==> config.mk <==
export PLATFORM = sky130hd
export DESIGN_NAME = iouerf_top
export DESIGN_NICKNAME = d
export VERILOG_FILES = /design/src/rtl/iouerf_pkg.sv /design/src/rtl/iouerf_top.sv
export SDC_FILE = /design/constraint.sdc
export NUM_CORES = 1
export LEC_CHECK = 0
export BUFFER_PORTS_ARGS = -buffer_cell sky130_fd_sc_hd__buf_2
export CAP_MARGIN = 20
export CORE_MARGIN = 3
export CORE_UTILIZATION = 45
export CTS_CLUSTER_SIZE = 14
export DETAILED_ROUTE_END_ITERATION = 8
export PLACE_DENSITY = 0.65
export SLEW_MARGIN = 5
export SYNTH_ARGS = -nofsm -noshare
export SYNTH_HDL_FRONTEND = slang
export SYNTH_SLANG_ARGS = --single-unit
==> constraint.sdc <==
create_clock -name mclk -period 6.85 [get_ports mclk]
set_input_delay 1.37 -clock mclk [delete_from_list [all_inputs] [get_ports mclk]]
set_output_delay 1.37 -clock mclk [all_outputs]
set_load 0.005 [all_outputs]
==> src/rtl/iouerf_pkg.sv <==
// constants and carrier types for the unit error flag and restart block
package iouerf_pkg;
  localparam int NUNIT = 16;
  localparam logic [15:0] BASE_MASK = 16'h03ff;
  localparam logic [15:0] EXT_MASK = 16'hffff;
  localparam logic [15:0] ALL_UNITS = 16'hffff;
  localparam logic [15:0] WORD_RST = 16'h0000;
  localparam logic [2:0] IEN_RST = 3'h0;
  // register byte offsets
  localparam logic [7:0] OFS_ERR = 8'h00;
  localparam logic [7:0] OFS_RST = 8'h04;
  localparam logic [7:0] OFS_XERR = 8'h08;
  localparam logic [7:0] OFS_XRST = 8'h0c;
  localparam logic [7:0] OFS_STAT = 8'h10;
  localparam logic [7:0] OFS_ISTS = 8'h14;
  localparam logic [7:0] OFS_ICLR = 8'h18;
  localparam logic [7:0] OFS_IEN = 8'h1c;
  // status register fields
  localparam int STAT_FAULT = 0;
  localparam int STAT_RUN = 1;
  localparam int STAT_WAIT = 2;
  // interrupt status fields
  localparam int IRQ_DUP = 0;
  localparam int IRQ_REF = 1;
  localparam int IRQ_WAIT = 2;
  localparam logic [1:0] RESP_OKAY = 2'h0;
  localparam logic [1:0] RESP_SLVERR = 2'h2;
  typedef enum logic [1:0] {IOUERF_PH_IDLE, IOUERF_PH_LOW, IOUERF_PH_HIGH} iouerf_phase_t;
  typedef struct packed {
    logic awvalid;
    logic [7:0] awaddr;
    logic wvalid;
    logic [31:0] wdata;
    logic [3:0] wstrb;
    logic bready;
    logic arvalid;
    logic [7:0] araddr;
    logic rready;
  } iouerf_axi_req_t;
  typedef struct packed {
    logic awready;
    logic wready;
    logic bvalid;
    logic [1:0] bresp;
    logic arready;
    logic rvalid;
    logic [31:0] rdata;
    logic [1:0] rresp;
  } iouerf_axi_rsp_t;
  typedef struct packed {
    logic [15:0] num_clash;
    logic [15:0] refresh_fail;
    logic [15:0] defective;
  } iouerf_unit_in_t;
  typedef struct packed {
    logic [15:0] restart;
    logic [15:0] service_en;
    logic [15:0] unidentified;
    logic prog_run;
    logic cpu_waiting;
    logic shared_fault;
  } iouerf_unit_out_t;
endpackage

==> src/rtl/iouerf_top.sv <==
// unit error flags, shared fault bit and restart control with axi4-lite registers
// Functional notes
// - A duplicated unit number sets the shared fault bit and stops the program.
// - A refresh failure sets the shared fault bit, keeps running, and stops only that unit.
// - Units 0 to 9 each own an error flag raised only for the unit in error.
// - A duplicated number is shown by its unit's flag in bits 0 to 15 of the first error word.
// - Units 0 to 9 restart after an off, on, off sequence on their bit of the restart word.
// - An extended error word reports faults of units 0 to 15, one bit each.
// - An extended restart word restarts units 0 to 15 with the same pulse sequence.
// - Power-up restarts every unit just as a restart pulse does.
// - A defective unit keeps the controller waiting and shows that unit as unidentified.
// - A unit number change takes effect only at power-up or at that unit's restart.
//
// The AXI4-Lite register port and the address map were left to the implementer.
module iouerf_top (
  // clock and reset
  input wire logic mclk,
  input wire logic rst_b,
  // register bus
  input wire iouerf_pkg::iouerf_axi_req_t axi_req,
  output iouerf_pkg::iouerf_axi_rsp_t axi_rsp,
  // unit side
  input wire iouerf_pkg::iouerf_unit_in_t unit_in,
  output iouerf_pkg::iouerf_unit_out_t unit_out,
  // interrupt
  output logic irq
);

  typedef struct packed {
    iouerf_pkg::iouerf_axi_rsp_t rsp;
    logic aw_got;
    logic [7:0] awaddr;
    logic w_got;
    logic [31:0] wdata;
    logic [3:0] wstrb;
    logic [15:0] rst_word;
    logic [15:0] xrst_word;
    iouerf_pkg::iouerf_phase_t [15:0] ph_a;
    iouerf_pkg::iouerf_phase_t [15:0] ph_b;
    logic [15:0] err;
    logic [15:0] dup_eff;
    logic [2:0] ists;
    logic [2:0] ien;
    iouerf_pkg::iouerf_unit_out_t uo;
    logic irq;
    logic pwr_pend;
  } iouerf_state_t;

  iouerf_state_t q;
  iouerf_state_t next_q;

  // byte-lane merge of a 16-bit register
  function automatic logic [15:0] iouerf_merge(input logic [15:0] old,
                                               input logic [31:0] data,
                                               input logic [3:0] strb,
                                               input logic [15:0] mask);
    logic [15:0] v;
    v = old;
    if (strb[0]) begin
      v[7:0] = data[7:0];
    end
    if (strb[1]) begin
      v[15:8] = data[15:8];
    end
    return v & mask;
  endfunction

  // one step of the low, high, low watcher
  function automatic iouerf_pkg::iouerf_phase_t iouerf_step(
      input iouerf_pkg::iouerf_phase_t ph, input logic b);
    iouerf_pkg::iouerf_phase_t n;
    n = ph;
    unique case (ph)
      iouerf_pkg::IOUERF_PH_IDLE: begin
        if (!b) begin
          n = iouerf_pkg::IOUERF_PH_LOW;
        end
      end
      iouerf_pkg::IOUERF_PH_LOW: begin
        if (b) begin
          n = iouerf_pkg::IOUERF_PH_HIGH;
        end
      end
      iouerf_pkg::IOUERF_PH_HIGH: begin
        if (!b) begin
          n = iouerf_pkg::IOUERF_PH_LOW;
        end
      end
      default: begin
        n = iouerf_pkg::IOUERF_PH_IDLE;
      end
    endcase
    return n;
  endfunction

  function automatic logic iouerf_fires(input iouerf_pkg::iouerf_phase_t ph, input logic b);
    return (ph == iouerf_pkg::IOUERF_PH_HIGH) && !b;
  endfunction

  logic [15:0] rs;
  logic do_wr;
  logic wr_ok;
  logic [2:0] ev;

  always_comb begin
    next_q = q;
    rs = '0;
    ev = '0;
    do_wr = 1'b0;
    wr_ok = 1'b0;
    next_q.uo.restart = '0;
    // write address and data are taken in either order
    if (q.rsp.awready && axi_req.awvalid) begin
      next_q.aw_got = 1'b1;
      next_q.awaddr = axi_req.awaddr;
    end
    if (q.rsp.wready && axi_req.wvalid) begin
      next_q.w_got = 1'b1;
      next_q.wdata = axi_req.wdata;
      next_q.wstrb = axi_req.wstrb;
    end
    if (q.rsp.bvalid && axi_req.bready) begin
      next_q.rsp.bvalid = 1'b0;
    end
    do_wr = next_q.aw_got && next_q.w_got && !next_q.rsp.bvalid;
    if (do_wr) begin
      next_q.aw_got = 1'b0;
      next_q.w_got = 1'b0;
      next_q.rsp.bvalid = 1'b1;
      wr_ok = 1'b1;
      unique case (next_q.awaddr)
        iouerf_pkg::OFS_RST: begin
          next_q.rst_word = iouerf_merge(q.rst_word, next_q.wdata, next_q.wstrb,
                                         iouerf_pkg::BASE_MASK);
        end
        iouerf_pkg::OFS_XRST: begin
          next_q.xrst_word = iouerf_merge(q.xrst_word, next_q.wdata, next_q.wstrb,
                                          iouerf_pkg::EXT_MASK);
        end
        iouerf_pkg::OFS_ICLR: begin
          if (next_q.wstrb[0]) begin
            next_q.ists = q.ists & ~next_q.wdata[2:0];
          end
        end
        iouerf_pkg::OFS_IEN: begin
          if (next_q.wstrb[0]) begin
            next_q.ien = next_q.wdata[2:0];
          end
        end
        // error and status words are read-only; writes are dropped with OKAY
        iouerf_pkg::OFS_ERR, iouerf_pkg::OFS_XERR, iouerf_pkg::OFS_STAT,
        iouerf_pkg::OFS_ISTS: begin
          wr_ok = 1'b1;
        end
        default: begin
          wr_ok = 1'b0;
        end
      endcase
      next_q.rsp.bresp = wr_ok ? iouerf_pkg::RESP_OKAY : iouerf_pkg::RESP_SLVERR;
    end
    next_q.rsp.awready = !next_q.aw_got && !next_q.rsp.bvalid;
    next_q.rsp.wready = !next_q.w_got && !next_q.rsp.bvalid;
    // read channel
    if (q.rsp.rvalid && axi_req.rready) begin
      next_q.rsp.rvalid = 1'b0;
    end
    if (q.rsp.arready && axi_req.arvalid) begin
      next_q.rsp.rvalid = 1'b1;
      next_q.rsp.rresp = iouerf_pkg::RESP_OKAY;
      next_q.rsp.rdata = '0;
      unique case (axi_req.araddr)
        iouerf_pkg::OFS_ERR: begin
          next_q.rsp.rdata[15:0] = q.err;
        end
        iouerf_pkg::OFS_RST: begin
          next_q.rsp.rdata[15:0] = q.rst_word;
        end
        iouerf_pkg::OFS_XERR: begin
          next_q.rsp.rdata[15:0] = q.err;
        end
        iouerf_pkg::OFS_XRST: begin
          next_q.rsp.rdata[15:0] = q.xrst_word;
        end
        iouerf_pkg::OFS_STAT: begin
          next_q.rsp.rdata[iouerf_pkg::STAT_FAULT] = q.uo.shared_fault;
          next_q.rsp.rdata[iouerf_pkg::STAT_RUN] = q.uo.prog_run;
          next_q.rsp.rdata[iouerf_pkg::STAT_WAIT] = q.uo.cpu_waiting;
        end
        iouerf_pkg::OFS_ISTS: begin
          next_q.rsp.rdata[2:0] = q.ists;
        end
        iouerf_pkg::OFS_IEN: begin
          next_q.rsp.rdata[2:0] = q.ien;
        end
        iouerf_pkg::OFS_ICLR: begin
          next_q.rsp.rdata = '0;
        end
        default: begin
          next_q.rsp.rresp = iouerf_pkg::RESP_SLVERR;
        end
      endcase
    end
    next_q.rsp.arready = !next_q.rsp.rvalid;
    // watchers look at the stored words, so a write lands one cycle before it counts
    for (int i = 0; i < iouerf_pkg::NUNIT; i++) begin
      next_q.ph_a[i] = iouerf_step(q.ph_a[i], q.rst_word[i]);
      next_q.ph_b[i] = iouerf_step(q.ph_b[i], q.xrst_word[i]);
      rs[i] = iouerf_fires(q.ph_a[i], q.rst_word[i])
              || iouerf_fires(q.ph_b[i], q.xrst_word[i])
              || q.pwr_pend;
    end
    next_q.pwr_pend = 1'b0;
    next_q.uo.restart = rs;
    for (int i = 0; i < iouerf_pkg::NUNIT; i++) begin
      if (rs[i]) begin
        next_q.dup_eff[i] = unit_in.num_clash[i];
        next_q.err[i] = 1'b0;
        next_q.uo.service_en[i] = 1'b1;
      end
      // a fault in the restart cycle still wins
      if (unit_in.refresh_fail[i] || next_q.dup_eff[i]) begin
        next_q.err[i] = 1'b1;
        next_q.uo.service_en[i] = 1'b0;
      end
    end
    next_q.uo.shared_fault = |next_q.err;
    next_q.uo.unidentified = unit_in.defective;
    next_q.uo.cpu_waiting = |unit_in.defective;
    // refresh faults leave the program running
    next_q.uo.prog_run = !(|next_q.dup_eff) && !next_q.uo.cpu_waiting;
    ev[iouerf_pkg::IRQ_DUP] = |(next_q.dup_eff & ~q.dup_eff);
    ev[iouerf_pkg::IRQ_REF] = |unit_in.refresh_fail;
    ev[iouerf_pkg::IRQ_WAIT] = next_q.uo.cpu_waiting && !q.uo.cpu_waiting;
    next_q.ists = next_q.ists | ev;
    next_q.irq = |(next_q.ists & next_q.ien);
  end

  always_ff @(posedge mclk or negedge rst_b) begin
    if (!rst_b) begin
      q <= '0;
      q.pwr_pend <= 1'b1;
    end else begin
      q <= next_q;
    end
  end

  assign axi_rsp = q.rsp;
  assign unit_out = q.uo;
  assign irq = q.irq;
endmodule

==> out/qor.txt, run 1 <==
Status -> finished clean
Final Setup Violations -> 0
Initial Util -> 46.14%
Seq/Total Area, Yosys -> 58.61%
Main flop type after synthesis -> dfrtp_1
Detail Placement HPWL -> 15,040 um
Crit path max fanout -> 11
Syn Std Cell Area -> 9395 um^2
Crit path launch type -> input pin
Slew margin rel. -> 31.28%
FILL cells -> 1,806
Synth async-reset ratio -> 100.0%
Detailed Routing Iterations Pass 1 -> 4
Top cells by area, synth -> dfrtp_1, buf_4, mux2_2
Area of the die -> 22,650 um^2
Top Ports -> 200
TritonCTS Buffers -> 24
Worst EP arrival -> 3.74 ns
Crit. End Element -> flop
Die H -> 150.5 um
Max H-tree Level -> 1
Final Cell Area -> 10,730 um^2
GP Congestion -> 0.7769
Antenna Cells -> 0
Synth area leader -> dfrtp_1
R2R setup slack -> 3.91 ns
Reg2Reg Depth -> 5
GRT overflow -> 0
Final Hold Vio Count -> 0
CTS Sinks -> 220
Total wire length after detailed routing -> 20,880 um
Largest net degree at the start of global routing -> 131
Clk_lat worst skew -> 0.50 ns
Post-DP Area -> 9898 um^2
PortBufs -> 163
Kind of critical path -> input pin to flop
Top cell type's share of synthesized area -> 58.33%
Crit Reg-Reg Endpoint -> unit_out[0]
Post-DRT Antenna Nets -> 0
Static leakage -> 5.011 nW
Mapped Cells -> 815
Critical Path RT -> 7.23 ns
Via count -> 6,081
Root Driver -> clkbuf_16
Initial antenna violation count -> 2
First-pass GRT wire length -> 33,140 um
Yosys warns -> 0
Pwr dens -> 327.3 nW/um^2
Max Slew Vio Count -> 0
CTS max path bufs -> 3
Via/cell ratio -> 5.046
Hold Crit Class -> flop to flop
Synth cell count leaders -> dfrtp_1, buf_4, nand2_1, inv_1, nor2_1
Most common cell in the netlist -> dfrtp_1
Post-CTS sizing -> 0
Tmin final -> 3.360 ns
Area growth syn-to-layout -> 14.22%
CTS tree -> built
Gr usage total -> 18.75%
Residual DRC -> 0
RR Startpoint -> q[0]
Reg clk slew, reported paths -> 0.06 ns
Hold_sp -> axi_rsp[6]
Setup Skew -> 0.007762 ns
Library cells used by synthesis -> 51
Hold worst-path end -> axi_rsp[6]
Period Utilization, post-route -> 49.05%
Vias in the first global route -> 6,073
Hold Buf Count CTS -> 0
Initial DRC count -> 328
# Post-CTS Setup Buffers -> 0
Setup tns final -> 0 ns
VDD IR max -> 0.2300 mV
Row count -> 52
Worst-margin pin slew -> 1.031 ns
# nets final -> 1,024
RSZ-0062 raised after global routing -> false
Fmax -> 297.6 MHz
Fraction of layout cells with a size suffix above 1 -> 27.17%
Post-synth EDFFs -> 0
Synthesized flop and latch total -> 220
WHS Path Cells -> 2
Final Total Pwr -> 3.512 mW
Drt wl/cell -> 17.33 um
Synth Area per Inst -> 11.53 um^2
Core area -> 20,360 um^2
Max-capacitance violation count -> 0
Horiz. Die Dim -> 150.5 um
worst max path at each step:
stage,depth (start not counted),slack [ns],start,to
floorplan,6,3.67,axi_req[56],q[163]
global placement,7,2.96,axi_req[56],q[170]
detailed placement,7,2.96,axi_req[56],q[165]
CTS,7,3.49,axi_req[56],q[169]
global route,7,3.25,axi_req[56],q[156]
finish,7,3.49,axi_req[56],q[166]
worst max-delay path: stages:
cell,delay (ns)
buf_2,0.11
nand2_1,0.37
mux2_2,0.41
nor4b_2,0.26
buf_4,0.21
nand4_1,0.52
mux2_2,0.48
final cells by class:
class / count / area (um^2) / share of cell area, %
Clock buffer: 38 / 724.4 / 6.751
Clock inverter: 6 / 108.9 / 1.014
Inverter: 49 / 183.9 / 1.714
Multi-Input combinational cell: 455 / 3014 / 28.09
Sequential cell: 220 / 5507 / 51.31
Tap cell: 270 / 337.8 / 3.148
Timing Repair Buffer: 167 / 855.8 / 7.975
sequential cells by signal (all words and copies together), names as in the netlist:
register / flops
axi_rsp: 23
irq: 1
q: 145
unit_out: 51
layout by cell type (no fill, tap or decap), drive strengths merged, types with 12 or more instances in the layout:
cell,Yosys,final
o31ai,13,13
and2,29,29
clkbuf,14,38
nand2,48,48
xor2,26,26
nor2b,13,13
buf,95,167
nor3b,29,29
a21oi,42,42
mux2i,22,22
nor2,44,44
nor4,12,12
nor3,25,25
inv,49,49
dfrtp,219,219
conb,1,19
mux2,40,40
o21ai,30,30
routing by layer:
layer / routed length, um / up-vias / global-route usage [%] / share of wire, %
met1: 9445 / 2985 / 26.27 / 45
met5: 21 / - / 0 / 0.10
li1: - / 2877 / - / -
met4: 533 / 4 / 4.895 / 2.6
met3: 1433 / 39 / 4.425 / 6.9
met2: 9448 / 176 / 29.60 / 45
stage by stage:
step	cells	hold slack [ns]	utilization (%)	setup WS, ns
6_report	1205	0.4727	52.70	3.490
2_1_floorplan	833	0.4497	-	3.667
4_1_cts	1205	0.4780	52.70	3.485
3_5_place_dp	1161	0.4650	48.61	2.964
3_3_place_gp	1161	0.4580	48.61	2.959
5_1_grt	1205	0.4913	52.70	3.253
power by group:
part / total, mW / switching, mW / internal (mW)
Combinational: 0.529 / 0.291 / 0.237
Sequential: 1.65 / 0.132 / 1.51
Clock: 1.34 / 0.500 / 0.837
Total: 3.51 / 0.923 / 2.59
cells by family (layout without fill, tap and decap cells):
family                 Yosys count  count (layout)  synth area share, %
XOR/XNOR                        26              26                2.424
AO/OA/AOI/OAI                  120             120                7.950
buffers and inverters          158             260                10.09
AND/OR/NAND/NOR                225             225                12.94
other                            1              19              0.03991
multiplexers                    65              65                7.937
flip-flops                     220             220                58.61
(Power assumes the default switching activity.)
==> run 2, diff against run 1 <==
==> constraint.sdc (replaced) <==
create_clock -name mclk -period 3.5 [get_ports mclk]
set_input_delay 0.7 -clock mclk [delete_from_list [all_inputs] [get_ports mclk]]
set_output_delay 0.7 -clock mclk [all_outputs]
set_load 0.005 [all_outputs]
==> out/qor.txt, run 2 (synthesis results as in run 1) <==
Reg2Reg Depth -> 5
Most frequent cells in the layout -> dfrtp_1, buf_2, nand2_1
Via/cell ratio -> 5.035
Total wire length after detailed routing -> 21,030 um
Hold Buf Count CTS -> 0
CTS max path bufs -> 3
Commonest non-fill, non-tap cell in the layout -> dfrtp_1
Gr usage total -> 18.69%
Met1 WL -> 9498 um
First-pass GRT wire length -> 32,870 um
Met2 WL post-DR -> 9538 um
CTS Sinks -> 220
Crit path max fanout -> 18
Worst EP arrival -> 3.39 ns
Largest net degree at the start of global routing -> 111
Setup tns final -> 0 ns
Via count -> 6,092
Initial Util -> 46.14%
Max stage delay cell, worst path -> or4_1
Antenna Cells -> 0
Post-DRT Antenna Nets -> 0
Met3 WL post-DR -> 1404 um
Slew margin rel. -> 42.86%
Post-layout util -> 53.16%
Worst-margin pin slew -> 0.8570 ns
Status -> finished clean
Top Ports -> 200
Setup Skew -> 0.007217 ns
Final Total Pwr -> 6.922 mW
Max H-tree Level -> 1
Reg clk slew, reported paths -> 0.06 ns
Root Driver -> clkbuf_16
Max reg flops -> 145
Max Slew Vio Count -> 0
GRT overflow -> 0
Final Hold Vio Count -> 0
Initial DRC count -> 267
Fin Hold WS -> 0.2511 ns
Pwr dens -> 639.3 nW/um^2
Top reg by flops -> q
Residual DRC -> 0
CP Depth -> 5
CP max stage delay -> 0.58 ns
Static leakage -> 5.066 nW
CP bufs+invs -> 0
Drt wl/cell -> 17.38 um
Detail Placement HPWL -> 15,340 um
Crit. End Element -> flop
Row count -> 52
Hold Crit Class -> input pin to asynchronous set/reset pin
GP Congestion -> 0.8105
Kind of critical path -> flop to flop
# Post-CTS Setup Buffers -> 0
Core area -> 20,360 um^2
RSZ-0062 raised after global routing -> false
VDD IR max -> 0.3871 mV
Top Metal Used -> met5
Vias in the first global route -> 6,046
Detailed Routing Iterations Pass 1 -> 6
Cells along the critical path -> a211oi_1, mux2_2, a211o_1, or4_1, or4_1
Most used cell, CP -> or4_1
Clk_lat worst skew -> 0.51 ns
Crit path launch type -> flop
Horiz. Die Dim -> 150.5 um
PortBufs -> 163
Die H -> 150.5 um
CP delay by family, top -> simple AND/OR/NAND/NOR gates
Max-capacitance violation count -> 0
# nets final -> 1,030
Critical Path RT -> 3.88 ns
Area growth syn-to-layout -> 15.23%
Initial antenna violation count -> 2
Tmin final -> 3.014 ns
Post-CTS sizing -> 0
Final Setup Violations -> 0
TritonCTS Buffers -> 24
Fmax -> 331.8 MHz
CTS tree -> built
Period Utilization, post-route -> 86.10%
Area of the die -> 22,650 um^2
Fraction of layout cells with a size suffix above 1 -> 27.98%
-- run 2: cell count changes in the layout (fill, tap and decap cells not counted) --
cell,change
clkinv_4,-1
buf_12,+2
buf_4,+3
buf_16,+1
clkbuf_1,-4
clkinv_2,+3
clkbuf_8,+1
-- run 2: power breakdown --
group          leakage [nW]  switching (mW)  total (mW)  internal, mW
clock                 0.418           0.989        2.64          1.65
sequential             2.64           0.261        3.23          2.96
combinational          2.01           0.577        1.06         0.484
total                  5.07            1.83        6.92          5.10
-- run 2: layout make-up --
cell class / count / area (um^2)
Fill cell: 1823 / 9538
Sequential cell: 220 / 5507
Clock inverter: 8 / 115.1
Inverter: 49 / 183.9
Multi-Input combinational cell: 455 / 3014
Clock buffer: 35 / 723.2
Tap cell: 270 / 337.8
Timing Repair Buffer: 173 / 945.9
-- run 2: layer usage --
| metal | up-vias | global-route usage, % |
|---|---|---|
| met2 | 171 | 29.06 |
| met3 | 38 | 4.455 |
| met1 | 2973 | 26.37 |
| met5 | - | 0 |
| li1 | 2906 | - |
| met4 | 4 | 5.261 |
-- run 2: path summary, 6_finish.rpt --
path	from	endpoint	slack (ns)
worst min register to register	axi_rsp[17]	axi_rsp[17]	0.47
worst max-delay path	q[0]	unit_out[0]	0.49
min in group mclk	unit_in[5]	unit_out[8]	0.31
worst min-delay path	rst_b	q[105]	0.25
max in group asynchronous	rst_b	q[92]	2.42
worst max register to register	q[0]	unit_out[0]	0.49
-- run 2: worst reg2reg max path, cell delays in order (launching register included) --
cell and delay (ns):
dfstp_2 0.54, a211oi_1 0.56, mux2_2 0.44, a211o_1 0.29, or4_1 0.58, or4_1 0.48
-- run 2: per-stage QoR --
stage	worst slack [ns]	std cells	instance area, um^2
final	0.4865	1210	10830
after detailed placement	0.4281	1166	9961
after floorplan	0.8531	833	9463
after global placement	0.4963	1166	9961
after CTS	0.5141	1209	10800
after global routing	0.3954	1210	10830
==> run 3, diff against run 2 <==
==> constraint.sdc (replaced) <==
create_clock -name mclk -period 3.8 [get_ports mclk]
set_input_delay 0.76 -clock mclk [delete_from_list [all_inputs] [get_ports mclk]]
set_output_delay 0.76 -clock mclk [all_outputs]
set_load 0.005 [all_outputs]
==> out/qor.txt, run 3 (synthesis results as in run 1) <==
# Post-CTS Setup Buffers -> 0
Area of the die -> 22,650 um^2
Die H -> 150.5 um
Max reg flops -> 145
Slew margin rel. -> 30.46%
GRT overflow -> 0
CTS Sinks -> 220
Row count -> 52
Max-capacitance violation count -> 0
Worst-margin pin slew -> 1.041 ns
Fmax -> 334.6 MHz
Residual DRC -> 0
Clk_lat worst skew -> 0.50 ns
Reg clk slew, reported paths -> 0.06 ns
Largest net degree at the start of global routing -> 94
Gr usage total -> 18.90%
Horiz. Die Dim -> 150.5 um
Antenna Cells -> 0
Detail Placement HPWL -> 15,180 um
Tmin final -> 2.989 ns
Crit. End Element -> flop
RR Startpoint -> q[0]
PortBufs -> 163
Reg2Reg Depth -> 5
VDD IR max -> 0.3396 mV
Crit Reg-Reg Endpoint -> unit_out[0]
# nets final -> 1,026
Fraction of layout cells with a size suffix above 1 -> 27.43%
Fin Hold WS -> 0.2744 ns
Final Setup Violations -> 0
CTS max path bufs -> 3
Initial DRC count -> 250
Top reg by flops -> q
Final WS setup -> 0.8112 ns
Crit path max fanout -> 18
Final Hold Vio Count -> 0
Period Utilization, post-route -> 78.65%
Vias in the first global route -> 6,107
Commonest non-fill, non-tap cell in the layout -> dfrtp_1
Root Driver -> clkbuf_16
Max Slew Vio Count -> 0
RSZ-0062 raised after global routing -> false
Post-DRT Antenna Nets -> 0
Drt wl/cell -> 17.40 um
Top Ports -> 200
Core area -> 20,360 um^2
Total wire length after detailed routing -> 21,000 um
CTS tree -> built
Via count -> 6,075
Pwr dens -> 575.5 nW/um^2
R2R setup slack -> 0.81 ns
Area growth syn-to-layout -> 13.70%
Pre-CTS setup slack -> 0.5116 ns
TritonCTS Buffers -> 24
First-pass GRT wire length -> 33,360 um
Static leakage -> 4.993 nW
Via/cell ratio -> 5.033
Hold Buf Count CTS -> 0
Most frequent cells in the layout -> dfrtp_1, buf_2, nand2_1
Worst EP arrival -> 3.36 ns
Max H-tree Level -> 1
Critical Path RT -> 4.17 ns
GP Congestion -> 0.7822
Kind of critical path -> flop to flop
Initial antenna violation count -> 2
Initial Util -> 46.14%
Setup tns final -> 0 ns
Hold Crit Class -> input pin to asynchronous set/reset pin
Status -> finished clean
Post-CTS sizing -> 0
Crit path launch type -> flop
Setup Skew -> 0.01042 ns
Detailed Routing Iterations Pass 1 -> 4
## run 3: worst max path at each step
stage / start / end / slack (ns) / cells after the start
finish: q[0] / unit_out[0] / 0.81 / 5
global route: q[0] / unit_out[0] / 0.64 / 5
floorplan: q[136] / unit_out[0] / 1.15 / 6
CTS: q[0] / unit_out[0] / 0.80 / 5
global placement: axi_req[56] / q[170] / 0.55 / 7
detailed placement: axi_req[56] / q[165] / 0.51 / 7
## run 3: worst max-delay path, cell delays in order (launching register included)
cell and delay [ns]:
dfstp_2 0.54, a211oi_1 0.53, mux2_2 0.44, a211o_1 0.29, or4_1 0.57, or4_1 0.48
## run 3: layer usage
metal | GRT usage (%) | wire, um | vias to the layer above
li1 | - | - | 2890
met1 | 26.42 | 9208 | 2951
met2 | 29.04 | 9409 | 191
met3 | 5.358 | 1784 | 39
met4 | 5.306 | 563 | 4
met5 | 0 | 32 | -
## run 3: cell type report
| type | instances | area (um^2) |
|---|---|---|
| clock buffer | 34 | 679.4 |
| clock inverter | 10 | 77.57 |
| fill | 1804 | 9682 |
| inverter | 49 | 183.9 |
| multi-input combinational | 455 | 3014 |
| sequential | 220 | 5507 |
| tap | 270 | 337.8 |
| timing repair buffer | 169 | 883.3 |
## run 3: stage by stage
step	util (%)	instance area [um^2]	std cells	total power, mW
after floorplan	-	9463	833	3.665
after global placement	48.74	9926	1163	3.940
after detailed placement	48.74	9926	1163	3.974
after CTS	52.46	10680	1207	6.215
after global routing	52.46	10680	1207	6.493
final	52.46	10680	1207	6.148
## run 3: where the power goes
group / switching [mW] / internal (mW)
logic: 0.526 / 0.431
registers: 0.236 / 2.73
clock network: 0.912 / 1.31
total: 1.67 / 4.47
